File: config.mk
export PLATFORM = sky130hd
export DESIGN_NAME = pes_event_bank
export DESIGN_NICKNAME = d
export VERILOG_FILES = /design/src/pes_pkg.sv /design/src/pes_event_bank.sv
export VERILOG_INCLUDE_DIRS = /design/src
export SDC_FILE = /design/constraint.sdc
export NUM_CORES = 1
export LEC_CHECK = 0
export BUFFER_PORTS_ARGS = -buffer_cell sky130_fd_sc_hd__buf_2
export CAP_MARGIN = 10
export CORE_MARGIN = 2
export CORE_UTILIZATION = 50
export DETAILED_ROUTE_END_ITERATION = 7
export HOLD_SLACK_MARGIN = 0.06
export MAX_ROUTING_LAYER = met4
export PLACE_DENSITY = 0.75
export SKIP_LAST_GASP = 1
export SYNTH_ARGS = -nofsm -noshare
export SYNTH_HDL_FRONTEND = slang
export SYNTH_SLANG_ARGS = --single-unit
File: constraint.sdc
create_clock -name core_clk_in -period 2.9 [get_ports core_clk_in]
set_input_delay 0.58 -clock core_clk_in [delete_from_list [all_inputs] [get_ports core_clk_in]]
set_output_delay 0.58 -clock core_clk_in [all_outputs]
set_load 0.1 [all_outputs]
File: src/pes_defs.svh
// Offsets, reset values and field masks of the event and status bank
`ifndef PES_DEFS_SVH
`define PES_DEFS_SVH
// Identification registers
`define PES_ADDR_DEV_ID      8'h00
`define PES_ADDR_SI_REV      8'h01
`define PES_ADDR_FUSE_UPPER  8'h02
`define PES_ADDR_FUSE_LOWER  8'h03
// Event groups: latch, mask, live; buck mode group has latch and mask only
`define PES_ADDR_SYS_LATCH   8'h04
`define PES_ADDR_SYS_MASK    8'h05
`define PES_ADDR_SYS_LIVE    8'h06
`define PES_ADDR_THW_LATCH   8'h07
`define PES_ADDR_THW_MASK    8'h80
`define PES_ADDR_THW_LIVE    8'h09
`define PES_ADDR_BMODE_LATCH 8'h0a
`define PES_ADDR_BMODE_MASK  8'h0b
`define PES_ADDR_BILIM_LATCH 8'h0c
`define PES_ADDR_BILIM_MASK  8'h0d
`define PES_ADDR_BILIM_LIVE  8'h0e
`define PES_ADDR_LILIM_LATCH 8'h0f
`define PES_ADDR_LILIM_MASK  8'h10
`define PES_ADDR_LILIM_LIVE  8'h11
`define PES_ADDR_BUV_LATCH   8'h12
`define PES_ADDR_BUV_MASK    8'h13
`define PES_ADDR_BUV_LIVE    8'h14
`define PES_ADDR_BOV_LATCH   8'h15
`define PES_ADDR_BOV_MASK    8'h16
`define PES_ADDR_BOV_LIVE    8'h17
`define PES_ADDR_LUV_LATCH   8'h18
`define PES_ADDR_LUV_MASK    8'h19
`define PES_ADDR_LUV_LIVE    8'h1a
`define PES_ADDR_LOV_LATCH   8'h1b
`define PES_ADDR_LOV_MASK    8'h1c
`define PES_ADDR_LOV_LIVE    8'h1d
`define PES_ADDR_PWR_LATCH   8'h1e
`define PES_ADDR_PWR_MASK    8'h1f
`define PES_ADDR_PWR_LIVE    8'h20
// Status, fault and self-test registers
`define PES_ADDR_EN_LEVELS   8'h21
`define PES_ADDR_SUMMARY     8'h22
`define PES_ADDR_HARD_FAULT  8'h23
`define PES_ADDR_ST_PGOOD    8'h25
`define PES_ADDR_ST_OV1      8'h26
`define PES_ADDR_ST_OV2      8'h27
// Mask reset values
`define PES_MRST_SYS         8'hfb
`define PES_MRST_THW         8'hff
`define PES_MRST_BUCK        8'h4f
`define PES_MRST_LDO         8'h01
`define PES_MRST_PWR         8'hff
// Defined event bits per group kind
`define PES_DEF_SYS          8'hfb
`define PES_DEF_THW          8'hff
`define PES_DEF_BUCK         8'h43
`define PES_DEF_LDO          8'h01
`define PES_DEF_PWR          8'hff
// Bits that carry a live level
`define PES_LIVE_SYS         8'h03
`define PES_LIVE_PWR         8'h81
// Other field masks and reset values
`define PES_DEF_HARD_FAULT   8'h0f
`define PES_DEF_ST_OV1       8'h43
`define PES_DEF_SINGLE       8'h01
`define PES_LATCH_RST        8'h00
`endif

File: src/pes_pkg.sv
// Types shared by the event and status bank
`default_nettype none
package pes_pkg;
   typedef logic [7:0] pes_byte_t;
   // Register access classes, one-hot
   typedef enum logic [4:0] {
      PES_ACC_NONE = 5'b00001,
      PES_ACC_RO   = 5'b00010,
      PES_ACC_RW   = 5'b00100,
      PES_ACC_W1C  = 5'b01000,
      PES_ACC_SW   = 5'b10000
   } pes_acc_t;
endpackage : pes_pkg
`default_nettype wire

File: src/pes_event_bank.sv
// Event latch, mask, live and status register bank with interrupt output
`include "pes_defs.svh"
`default_nettype none
module pes_event_bank #(
   parameter logic [3:0] DEV_FAMILY = 4'ha,  // Arbitrary value
   parameter logic [3:0] DEV_VARIANT = 4'h3, // Arbitrary value
   parameter logic [7:0] SI_REVISION = 8'h11, // Arbitrary value
   parameter logic [2:0] FUSE_MAP_REV = 3'h1  // Arbitrary value
) (
   input  wire logic            core_clk_in,        // Core clock
   input  wire logic            reset_in,           // Sync reset, high
   input  wire logic            ce_in,              // Clock enable
   input  wire logic [7:0]      reg_addr_in,        // Register offset
   input  wire pes_pkg::pes_byte_t reg_wdata_in,    // Write data
   input  wire logic            reg_wr_in,          // Write strobe
   input  wire logic            reg_rd_in,          // Read strobe
   input  wire logic            reg_secure_in,      // Secure write qualifier
   output var  pes_pkg::pes_byte_t reg_rdata_out,   // Read data
   output var  logic            reg_rvalid_out,     // Read data valid
   input  wire logic [7:0]      sys_level_in,       // System conditions
   input  wire logic [7:0]      thermal_level_in,   // Thermal, watchdog
   input  wire logic [7:0]      buck_mode_level_in, // Buck mode states
   input  wire logic [7:0]      buck_ilim_level_in, // Buck current limit
   input  wire logic [7:0]      ldo_ilim_level_in,  // Linear current limit
   input  wire logic [7:0]      buck_uv_level_in,   // Buck undervoltage
   input  wire logic [7:0]      buck_ov_level_in,   // Buck overvoltage
   input  wire logic [7:0]      ldo_uv_level_in,    // Linear undervoltage
   input  wire logic [7:0]      ldo_ov_level_in,    // Linear overvoltage
   input  wire logic [7:0]      pwron_level_in,     // Power button timing
   input  wire logic [3:0]      enable_pin_in,      // Enable pin levels
   input  wire logic [3:0]      hard_fault_in,      // Hard fault pulses
   input  wire logic            input_undervoltage_threshold_in, // UV cross
   input  wire logic            off_entry_in,       // Off state entered
   input  wire logic            main_below_in,      // Main input below UV
   input  wire logic            backup_rail_in,     // Backup rail present
   input  wire logic            fuse_load_in,       // Fuse load pulse
   input  wire logic [11:0]     fuse_fuse_program_lower_in,    // Fuse program word
   output var  logic            int_n_out           // Interrupt, low active
);
   import pes_pkg::*;

   localparam int NGRP = 10;

   pes_byte_t level   [NGRP];
   pes_byte_t level_q [NGRP];
   pes_byte_t latch   [NGRP];
   pes_byte_t mask    [NGRP];
   logic [NGRP-1:0] pending;
   pes_byte_t hard_fault;
   pes_byte_t st_pgood;
   pes_byte_t st_ov1;
   pes_byte_t st_ov2;
   logic [11:0] fuse_program_lower;
   logic [3:0]  en_q;
   pes_byte_t summary;
   pes_byte_t next_rdata;
   logic      uv_rst;
   logic      off_rst;
   logic      backup_rst;
   logic      wr_go;
   pes_acc_t  wr_class;

   // Group address and field tables
   function automatic pes_byte_t latch_addr(input int g);
      case (g)
         0: latch_addr = `PES_ADDR_SYS_LATCH;
         1: latch_addr = `PES_ADDR_THW_LATCH;
         2: latch_addr = `PES_ADDR_BMODE_LATCH;
         3: latch_addr = `PES_ADDR_BILIM_LATCH;
         4: latch_addr = `PES_ADDR_LILIM_LATCH;
         5: latch_addr = `PES_ADDR_BUV_LATCH;
         6: latch_addr = `PES_ADDR_BOV_LATCH;
         7: latch_addr = `PES_ADDR_LUV_LATCH;
         8: latch_addr = `PES_ADDR_LOV_LATCH;
         default: latch_addr = `PES_ADDR_PWR_LATCH;
      endcase
   endfunction : latch_addr

   function automatic pes_byte_t mask_addr(input int g);
      case (g)
         0: mask_addr = `PES_ADDR_SYS_MASK;
         1: mask_addr = `PES_ADDR_THW_MASK;
         2: mask_addr = `PES_ADDR_BMODE_MASK;
         3: mask_addr = `PES_ADDR_BILIM_MASK;
         4: mask_addr = `PES_ADDR_LILIM_MASK;
         5: mask_addr = `PES_ADDR_BUV_MASK;
         6: mask_addr = `PES_ADDR_BOV_MASK;
         7: mask_addr = `PES_ADDR_LUV_MASK;
         8: mask_addr = `PES_ADDR_LOV_MASK;
         default: mask_addr = `PES_ADDR_PWR_MASK;
      endcase
   endfunction : mask_addr

   // Buck mode group has no live register; it never matches
   function automatic logic live_hit(input int g, input pes_byte_t a);
      case (g)
         0: live_hit = (a == `PES_ADDR_SYS_LIVE);
         1: live_hit = (a == `PES_ADDR_THW_LIVE);
         3: live_hit = (a == `PES_ADDR_BILIM_LIVE);
         4: live_hit = (a == `PES_ADDR_LILIM_LIVE);
         5: live_hit = (a == `PES_ADDR_BUV_LIVE);
         6: live_hit = (a == `PES_ADDR_BOV_LIVE);
         7: live_hit = (a == `PES_ADDR_LUV_LIVE);
         8: live_hit = (a == `PES_ADDR_LOV_LIVE);
         9: live_hit = (a == `PES_ADDR_PWR_LIVE);
         default: live_hit = 1'b0;
      endcase
   endfunction : live_hit

   function automatic pes_byte_t def_bits(input int g);
      case (g)
         0: def_bits = `PES_DEF_SYS;
         1: def_bits = `PES_DEF_THW;
         2, 3, 5, 6: def_bits = `PES_DEF_BUCK;
         4, 7, 8: def_bits = `PES_DEF_LDO;
         default: def_bits = `PES_DEF_PWR;
      endcase
   endfunction : def_bits

   function automatic pes_byte_t live_bits(input int g);
      case (g)
         0: live_bits = `PES_LIVE_SYS;
         9: live_bits = `PES_LIVE_PWR;
         default: live_bits = def_bits(g);
      endcase
   endfunction : live_bits

   function automatic pes_byte_t mask_rst(input int g);
      case (g)
         0: mask_rst = `PES_MRST_SYS;
         1: mask_rst = `PES_MRST_THW;
         2, 3, 5, 6: mask_rst = `PES_MRST_BUCK;
         4, 7, 8: mask_rst = `PES_MRST_LDO;
         default: mask_rst = `PES_MRST_PWR;
      endcase
   endfunction : mask_rst

   // Access class of each offset
   function automatic pes_acc_t acc_class(input pes_byte_t a);
      acc_class = PES_ACC_NONE;
      if (a <= `PES_ADDR_FUSE_LOWER || a == `PES_ADDR_EN_LEVELS ||
          a == `PES_ADDR_SUMMARY) begin
         acc_class = PES_ACC_RO;
      end
      if (a == `PES_ADDR_HARD_FAULT) begin
         acc_class = PES_ACC_W1C;
      end
      if (a == `PES_ADDR_ST_PGOOD || a == `PES_ADDR_ST_OV1 ||
          a == `PES_ADDR_ST_OV2) begin
         acc_class = PES_ACC_SW;
      end
      for (int g = 0; g < NGRP; g++) begin
         if (a == latch_addr(g)) acc_class = PES_ACC_W1C;
         if (a == mask_addr(g)) acc_class = PES_ACC_RW;
         if (live_hit(g, a)) acc_class = PES_ACC_RO;
      end
   endfunction : acc_class

   // Condition inputs gathered per group
   assign level[0] = sys_level_in;
   assign level[1] = thermal_level_in;
   assign level[2] = buck_mode_level_in;
   assign level[3] = buck_ilim_level_in;
   assign level[4] = ldo_ilim_level_in;
   assign level[5] = buck_uv_level_in;
   assign level[6] = buck_ov_level_in;
   assign level[7] = ldo_uv_level_in;
   assign level[8] = ldo_ov_level_in;
   assign level[9] = pwron_level_in;

   // Reset domains and write qualification
   assign uv_rst     = reset_in | input_undervoltage_threshold_in;
   assign off_rst    = uv_rst | off_entry_in;
   assign backup_rst = reset_in | (main_below_in & ~backup_rail_in);
   assign wr_go      = ce_in & reg_wr_in;
   assign wr_class   = acc_class(reg_addr_in);

   // Live level samples
   always_ff @(posedge core_clk_in) begin
      for (int g = 0; g < NGRP; g++) begin
         if (reset_in) begin
            level_q[g] <= `PES_LATCH_RST;
         end else if (ce_in) begin
            level_q[g] <= level[g] & live_bits(g);
         end
      end
   end

   // Event latches: rising edge of a live bit sets, other defined bits set while high, written one clears, set wins
   always_ff @(posedge core_clk_in) begin
      for (int g = 0; g < NGRP; g++) begin
         if (off_rst) begin
            latch[g] <= `PES_LATCH_RST;
         end else if (ce_in) begin
            latch[g] <= (latch[g] & ~((wr_go && reg_addr_in == latch_addr(g))
                        ? reg_wdata_in : 8'h00))
                        | (level[g] & ~level_q[g] & def_bits(g));
         end
      end
   end

   // Mask registers, plain read and write
   always_ff @(posedge core_clk_in) begin
      for (int g = 0; g < NGRP; g++) begin
         if (off_rst) begin
            mask[g] <= mask_rst(g);
         end else if (wr_go && reg_addr_in == mask_addr(g)) begin
            mask[g] <= reg_wdata_in & (def_bits(g) | mask_rst(g));
         end
      end
   end

   // Unmasked pending events per group
   always_comb begin
      for (int g = 0; g < NGRP; g++) begin
         pending[g] = |(latch[g] & ~mask[g] & def_bits(g));
      end
   end

   // Hard fault flags survive off, cleared by backup loss
   always_ff @(posedge core_clk_in) begin
      if (backup_rst) begin
         hard_fault <= `PES_LATCH_RST;
      end else if (ce_in) begin
         hard_fault <= (hard_fault & ~((wr_go &&
                       reg_addr_in == `PES_ADDR_HARD_FAULT) ?
                       reg_wdata_in : 8'h00))
                       | ({4'h0, hard_fault_in} & `PES_DEF_HARD_FAULT);
      end
   end

   // Self-test results, secure write only
   always_ff @(posedge core_clk_in) begin
      if (uv_rst) begin
         st_pgood <= `PES_LATCH_RST;
         st_ov1   <= `PES_LATCH_RST;
         st_ov2   <= `PES_LATCH_RST;
      end else if (wr_go && reg_secure_in && wr_class == PES_ACC_SW) begin
         case (reg_addr_in)
            `PES_ADDR_ST_PGOOD: st_pgood <= reg_wdata_in & `PES_DEF_SINGLE;
            `PES_ADDR_ST_OV1:   st_ov1   <= reg_wdata_in & `PES_DEF_ST_OV1;
            default:            st_ov2   <= reg_wdata_in & `PES_DEF_SINGLE;
         endcase
      end
   end

   // Fuse mirror of the program identifier
   always_ff @(posedge core_clk_in) begin
      if (reset_in || (ce_in && fuse_load_in)) begin
         fuse_program_lower <= fuse_fuse_program_lower_in;
      end
   end

   // Enable pin levels
   always_ff @(posedge core_clk_in) begin
      if (reset_in) begin
         en_q <= 4'h0;
      end else if (ce_in) begin
         en_q <= enable_pin_in;
      end
   end

   // Group summary follows unmasked latched bits
   always_ff @(posedge core_clk_in) begin
      if (reset_in) begin
         summary <= `PES_LATCH_RST;
      end else if (ce_in) begin
         summary <= {(|hard_fault), pending[9], pending[6] | pending[8],
                     pending[5] | pending[7], pending[3] | pending[4],
                     pending[2], pending[1], pending[0]};
      end
   end

   // Interrupt output, low while any unmasked event is held
   always_ff @(posedge core_clk_in) begin
      if (reset_in) begin
         int_n_out <= 1'b1;
      end else if (ce_in) begin
         int_n_out <= ~((|pending) | (|hard_fault));
      end
   end

   // Read multiplexer
   always_comb begin
      next_rdata = 8'h00;
      case (reg_addr_in)
         `PES_ADDR_DEV_ID:     next_rdata = {DEV_FAMILY, DEV_VARIANT};
         `PES_ADDR_SI_REV:     next_rdata = SI_REVISION;
         `PES_ADDR_FUSE_UPPER: next_rdata = {fuse_program_lower[11:8], 1'b0,
                                             FUSE_MAP_REV};
         `PES_ADDR_FUSE_LOWER: next_rdata = fuse_program_lower[7:0];
         `PES_ADDR_EN_LEVELS:  next_rdata = {4'h0, en_q};
         `PES_ADDR_SUMMARY:    next_rdata = summary;
         `PES_ADDR_HARD_FAULT: next_rdata = hard_fault;
         `PES_ADDR_ST_PGOOD:   next_rdata = st_pgood;
         `PES_ADDR_ST_OV1:     next_rdata = st_ov1;
         `PES_ADDR_ST_OV2:     next_rdata = st_ov2;
         default: begin
            for (int g = 0; g < NGRP; g++) begin
               if (reg_addr_in == latch_addr(g)) next_rdata = latch[g];
               if (reg_addr_in == mask_addr(g)) next_rdata = mask[g];
               if (live_hit(g, reg_addr_in)) next_rdata = level_q[g];
            end
         end
      endcase
   end

   // Registered read answer
   always_ff @(posedge core_clk_in) begin
      if (reset_in) begin
         reg_rdata_out  <= 8'h00;
         reg_rvalid_out <= 1'b0;
      end else if (ce_in) begin
         reg_rvalid_out <= reg_rd_in;
         if (reg_rd_in) begin
            reg_rdata_out <= next_rdata;
         end
      end
   end
endmodule : pes_event_bank
`default_nettype wire

==> results.tsv <==
stage	metric	value	unit
synthesis	yosys.area.top_type	edfxtp_1	
clock_tree	cts_sinks	200	
critical_path	cp.required	3230	ps
sta	hold_viol	0	
synthesis	synth_most_common_cell	edfxtp_1	
global_routing	grt_pass1_vias	9156	
sta	final.period_utilization	88.40	%
sta	worstMarginPinSlew	898.3	ps
critical_path	critPathSlowestCell	and2_1	
synthesis	netlist-cell-type-count	71	
synthesis	synth_edf_count	165	
critical_path	cp_num_cells	8	
pwr	peakVddDrop	385.2	uV
clock_tree	postCtsSetupBuffers	0	
synthesis	syn_area_per_cell	9.791	sq um
cells_and_area	n_fill_cell	1739	
global_routing	overflow	0	
critical_path	cpMostUsedCell	o21ai_0	
synthesis	ys_seq_area_share	54.29	%
synthesis	yosysWarningCount	0	
clock_tree	cts_tree	built	
floorplanning	rows	52	
synthesis	syn_area	10420	sq um
cells_and_area	antenna_cells	0	
clock_tree	path_clk_slew	80	ps
floorplanning	start_util	51.16	%
critical_path	worstPathArrival	2900	ps
sta	clock_skew	8.376	ps
critical_path	r2r_end	reg_rdata_out[0]$_SDFFE_PP0P_	
critical_path	slowest_delay	600	ps
synthesis	synth_cells	1064	
drt	wl_per_cell	23.96	microns
cells_and_area	drive_gt1_share	21.01	%
clock_tree	cts_resized	0	
place	place_area	11730	sq um
place	dp_cells	1461	
global_routing	grt_pass1_wl	54120	microns
critical_path	crit_start	reg_addr_in[0]	
critical_path	r2r_start	latch[1][0]$_SDFFCE_PN0P_	
clock_tree	insertion_delay	440	ps
synthesis	yosys.area.top_type_share	47.56	%
pwr	power.leakage	4.645	nW
sta	max_freq	390.1	MHz
critical_path	cp-start-kind	input pin	
critical_path	ff2ff_setup_slack	620	ps
global_routing	antenna_found_initial	0	
critical_path	cp-end-kind	register	
job	drv_cap	0	
floorplanning	die_area	22010	sq um
pwr	p_per_area	520.2	nW/um^2
synthesis	synthTopCellsByCount	165 x edfxtp_1, 136 x nand2_1, 117 x a21oi_1, 106 x nor2_1, 42 x clkbuf_1	
critical_path	critPathKind	input pin to register	
cells_and_area	stdcell_count	1493	
clock_tree	cts_buffer_depth	2	
synthesis	ys_top_cells_by_area	edfxtp_1 48%, dfxtp_1 6.7%, a21oi_1 5.6%	
synthesis	ys.flop_type	edfxtp_1	
sta	setup_viol	0	
critical_path	reg2regPathDepth	7	
place	gp_congestion	1.012	
sta	fin_ws	336.5	ps
drt	vias_per_cell	6.285	
floorplanning	ios	137	
sta	rsz0062_at_grt	no	
hold_path	hp-class	input pin to register	
synthesis	synth_seq_cells	200	
drt	wirelength	35780	microns
critical_path	worstSetupEndpoint	reg_rdata_out[3]$_SDFFE_PP0P_	
floorplanning	die_x	148.3	microns
critical_path	cpLargestDelayFamily	simple AND/OR/NAND/NOR gates	
clock_tree	postCtsHoldBufs	0	
synthesis	syn-num-nets	1191	
run_status	outcome	finished clean	
clock_tree	root_buffer	clkbuf_16	
floorplanning	die-height	148.3	microns
critical_path	path_max_fanout	17	
floorplanning	fp.coreArea	20360	sq um
clock_tree	htreeDepth	4	
clock_tree	cts_made_buffers	17	
sta	relSlewSlack	40.12	%
drt	drt-initial-drc-count	1209	
sta	final.setup.tns	0	ps
global_routing	grt_use_total	34.04	%
cells_and_area	area_delta_synth_final	18.29	%
place	place_ws	35.93	ps
critical_path	crit_chain	buf_2 > and2_1 > nand2_1 > nor2_1 > a221oi_1 > o21ai_0 > o21ai_0 > o41ai_1	
cells_and_area	nNetsFinal	1337	
place	hpwl	25950	microns
synthesis	synthArstFlopShare	0	%
drt	drc	0	
critical_path	path_buf_inv	1	
drt	final_antenna_net_count	0	
place	port_buffers	94	
drt	dr.pass1.iters	6	
cells_and_area	fin_area	12320	sq um
global_routing	grt_max_degree	57	
drt	vias	9383	
sta	period_needed	2564	ps
sta	slew_violations	0	
## registers in the layout (all words and copies together), names as in the netlist
name / flops
en_q: 4
fuse_program_lower: 12
hard_fault: 8
int_n_out: 1
latch: 80
level_q: 27
mask: 46
reg_rdata_out: 8
reg_rvalid_out: 1
st_ov1: 3
st_ov2: 1
st_pgood: 1
summary: 8
## how the worst min path moves through the flow
stage	startpoint	endpoint	cells after the start
after detailed placement	hard_fault[5]$_SDFFE_PP0P_	hard_fault[5]$_SDFFE_PP0P_	2
final	fuse_fuse_program_lower_in[3]	fuse_program_lower[3]$_DFFE_PP_	1
after global placement	summary[7]$_SDFFE_PP0P_	summary[7]$_SDFFE_PP0P_	1
after global routing	fuse_fuse_program_lower_in[3]	fuse_program_lower[3]$_DFFE_PP_	1
after CTS	fuse_fuse_program_lower_in[3]	fuse_program_lower[3]$_DFFE_PP_	1
after floorplan	hard_fault[6]$_SDFFE_PP0P_	hard_fault[6]$_SDFFE_PP0P_	2
## through the flow
step | util (%) | power [W] | hold WS (ps)
final | 60.51 | 0.006411 | 306.7
after global routing | 60.51 | 0.006590 | 293.3
after CTS | 60.51 | 0.006417 | 297.9
after detailed placement | 57.58 | 0.004033 | 441.9
after global placement | 57.58 | 0.004020 | 436.9
after floorplan | - | 0.003716 | 424.8
## cell type report
cell class,instances,area [sq um],share of cell area (%)
multi-input combinational,757,4328,35.12
inverter,41,153.9,1.249
tap,270,337.8,2.741
timing repair buffer,193,1251,10.15
clock inverter,15,171.4,1.391
clock buffer,17,425.4,3.452
sequential,200,5655,45.89
## worst reg2reg max path, delay by kind of cell (launching register included)
| kind | cells | cell delay, ps |
|---|---|---|
| multiplexers | 1 | 540 |
| AO/OA/AOI/OAI | 4 | 600 |
| AND/OR/NAND/NOR | 2 | 570 |
| flip-flops | 1 | 440 |
## routing by layer
| metal | vias to the layer above | wire (microns) | global-route usage (%) |
|---|---|---|---|
| li1 | 4204 | - | - |
| met1 | 4485 | 14530 | 47.16 |
| met2 | 610 | 16250 | 51.83 |
| met3 | 84 | 3733 | 4.939 |
| met4 | 0 | 1265 | 11.76 |
| met5 | - | 0 | - |
## cell usage in the layout, fill, tap and decap left out, drive strengths merged, types with 23 or more instances in the layout
cell    count
buf       193
edfxtp    165
nand2     139
a21oi     117
nor2      109
inv        52
o21ai      38
and2       36
nor2b      36
dfxtp      35
or3        32
a22oi      25
nand3      23
nor3       23
## kinds of logic (layout without fill, tap and decap cells)
group	count (synthesis)	in the layout	synth area share, %
buffers and inverters	107	266	4.240
AND/OR/NAND/NOR	451	451	21.56
flip-flops	200	200	54.29
multiplexers	19	19	2.222
AO/OA/AOI/OAI	287	287	17.69
## where the power goes
group,internal [W],total [W],switching (W)
clock network,0.00117,0.00242,0.00125
logic,0.000224,0.000668,0.000444
registers,0.00323,0.00332,0.0000940
total,0.00463,0.00641,0.00179
(Power assumes the default switching activity.)
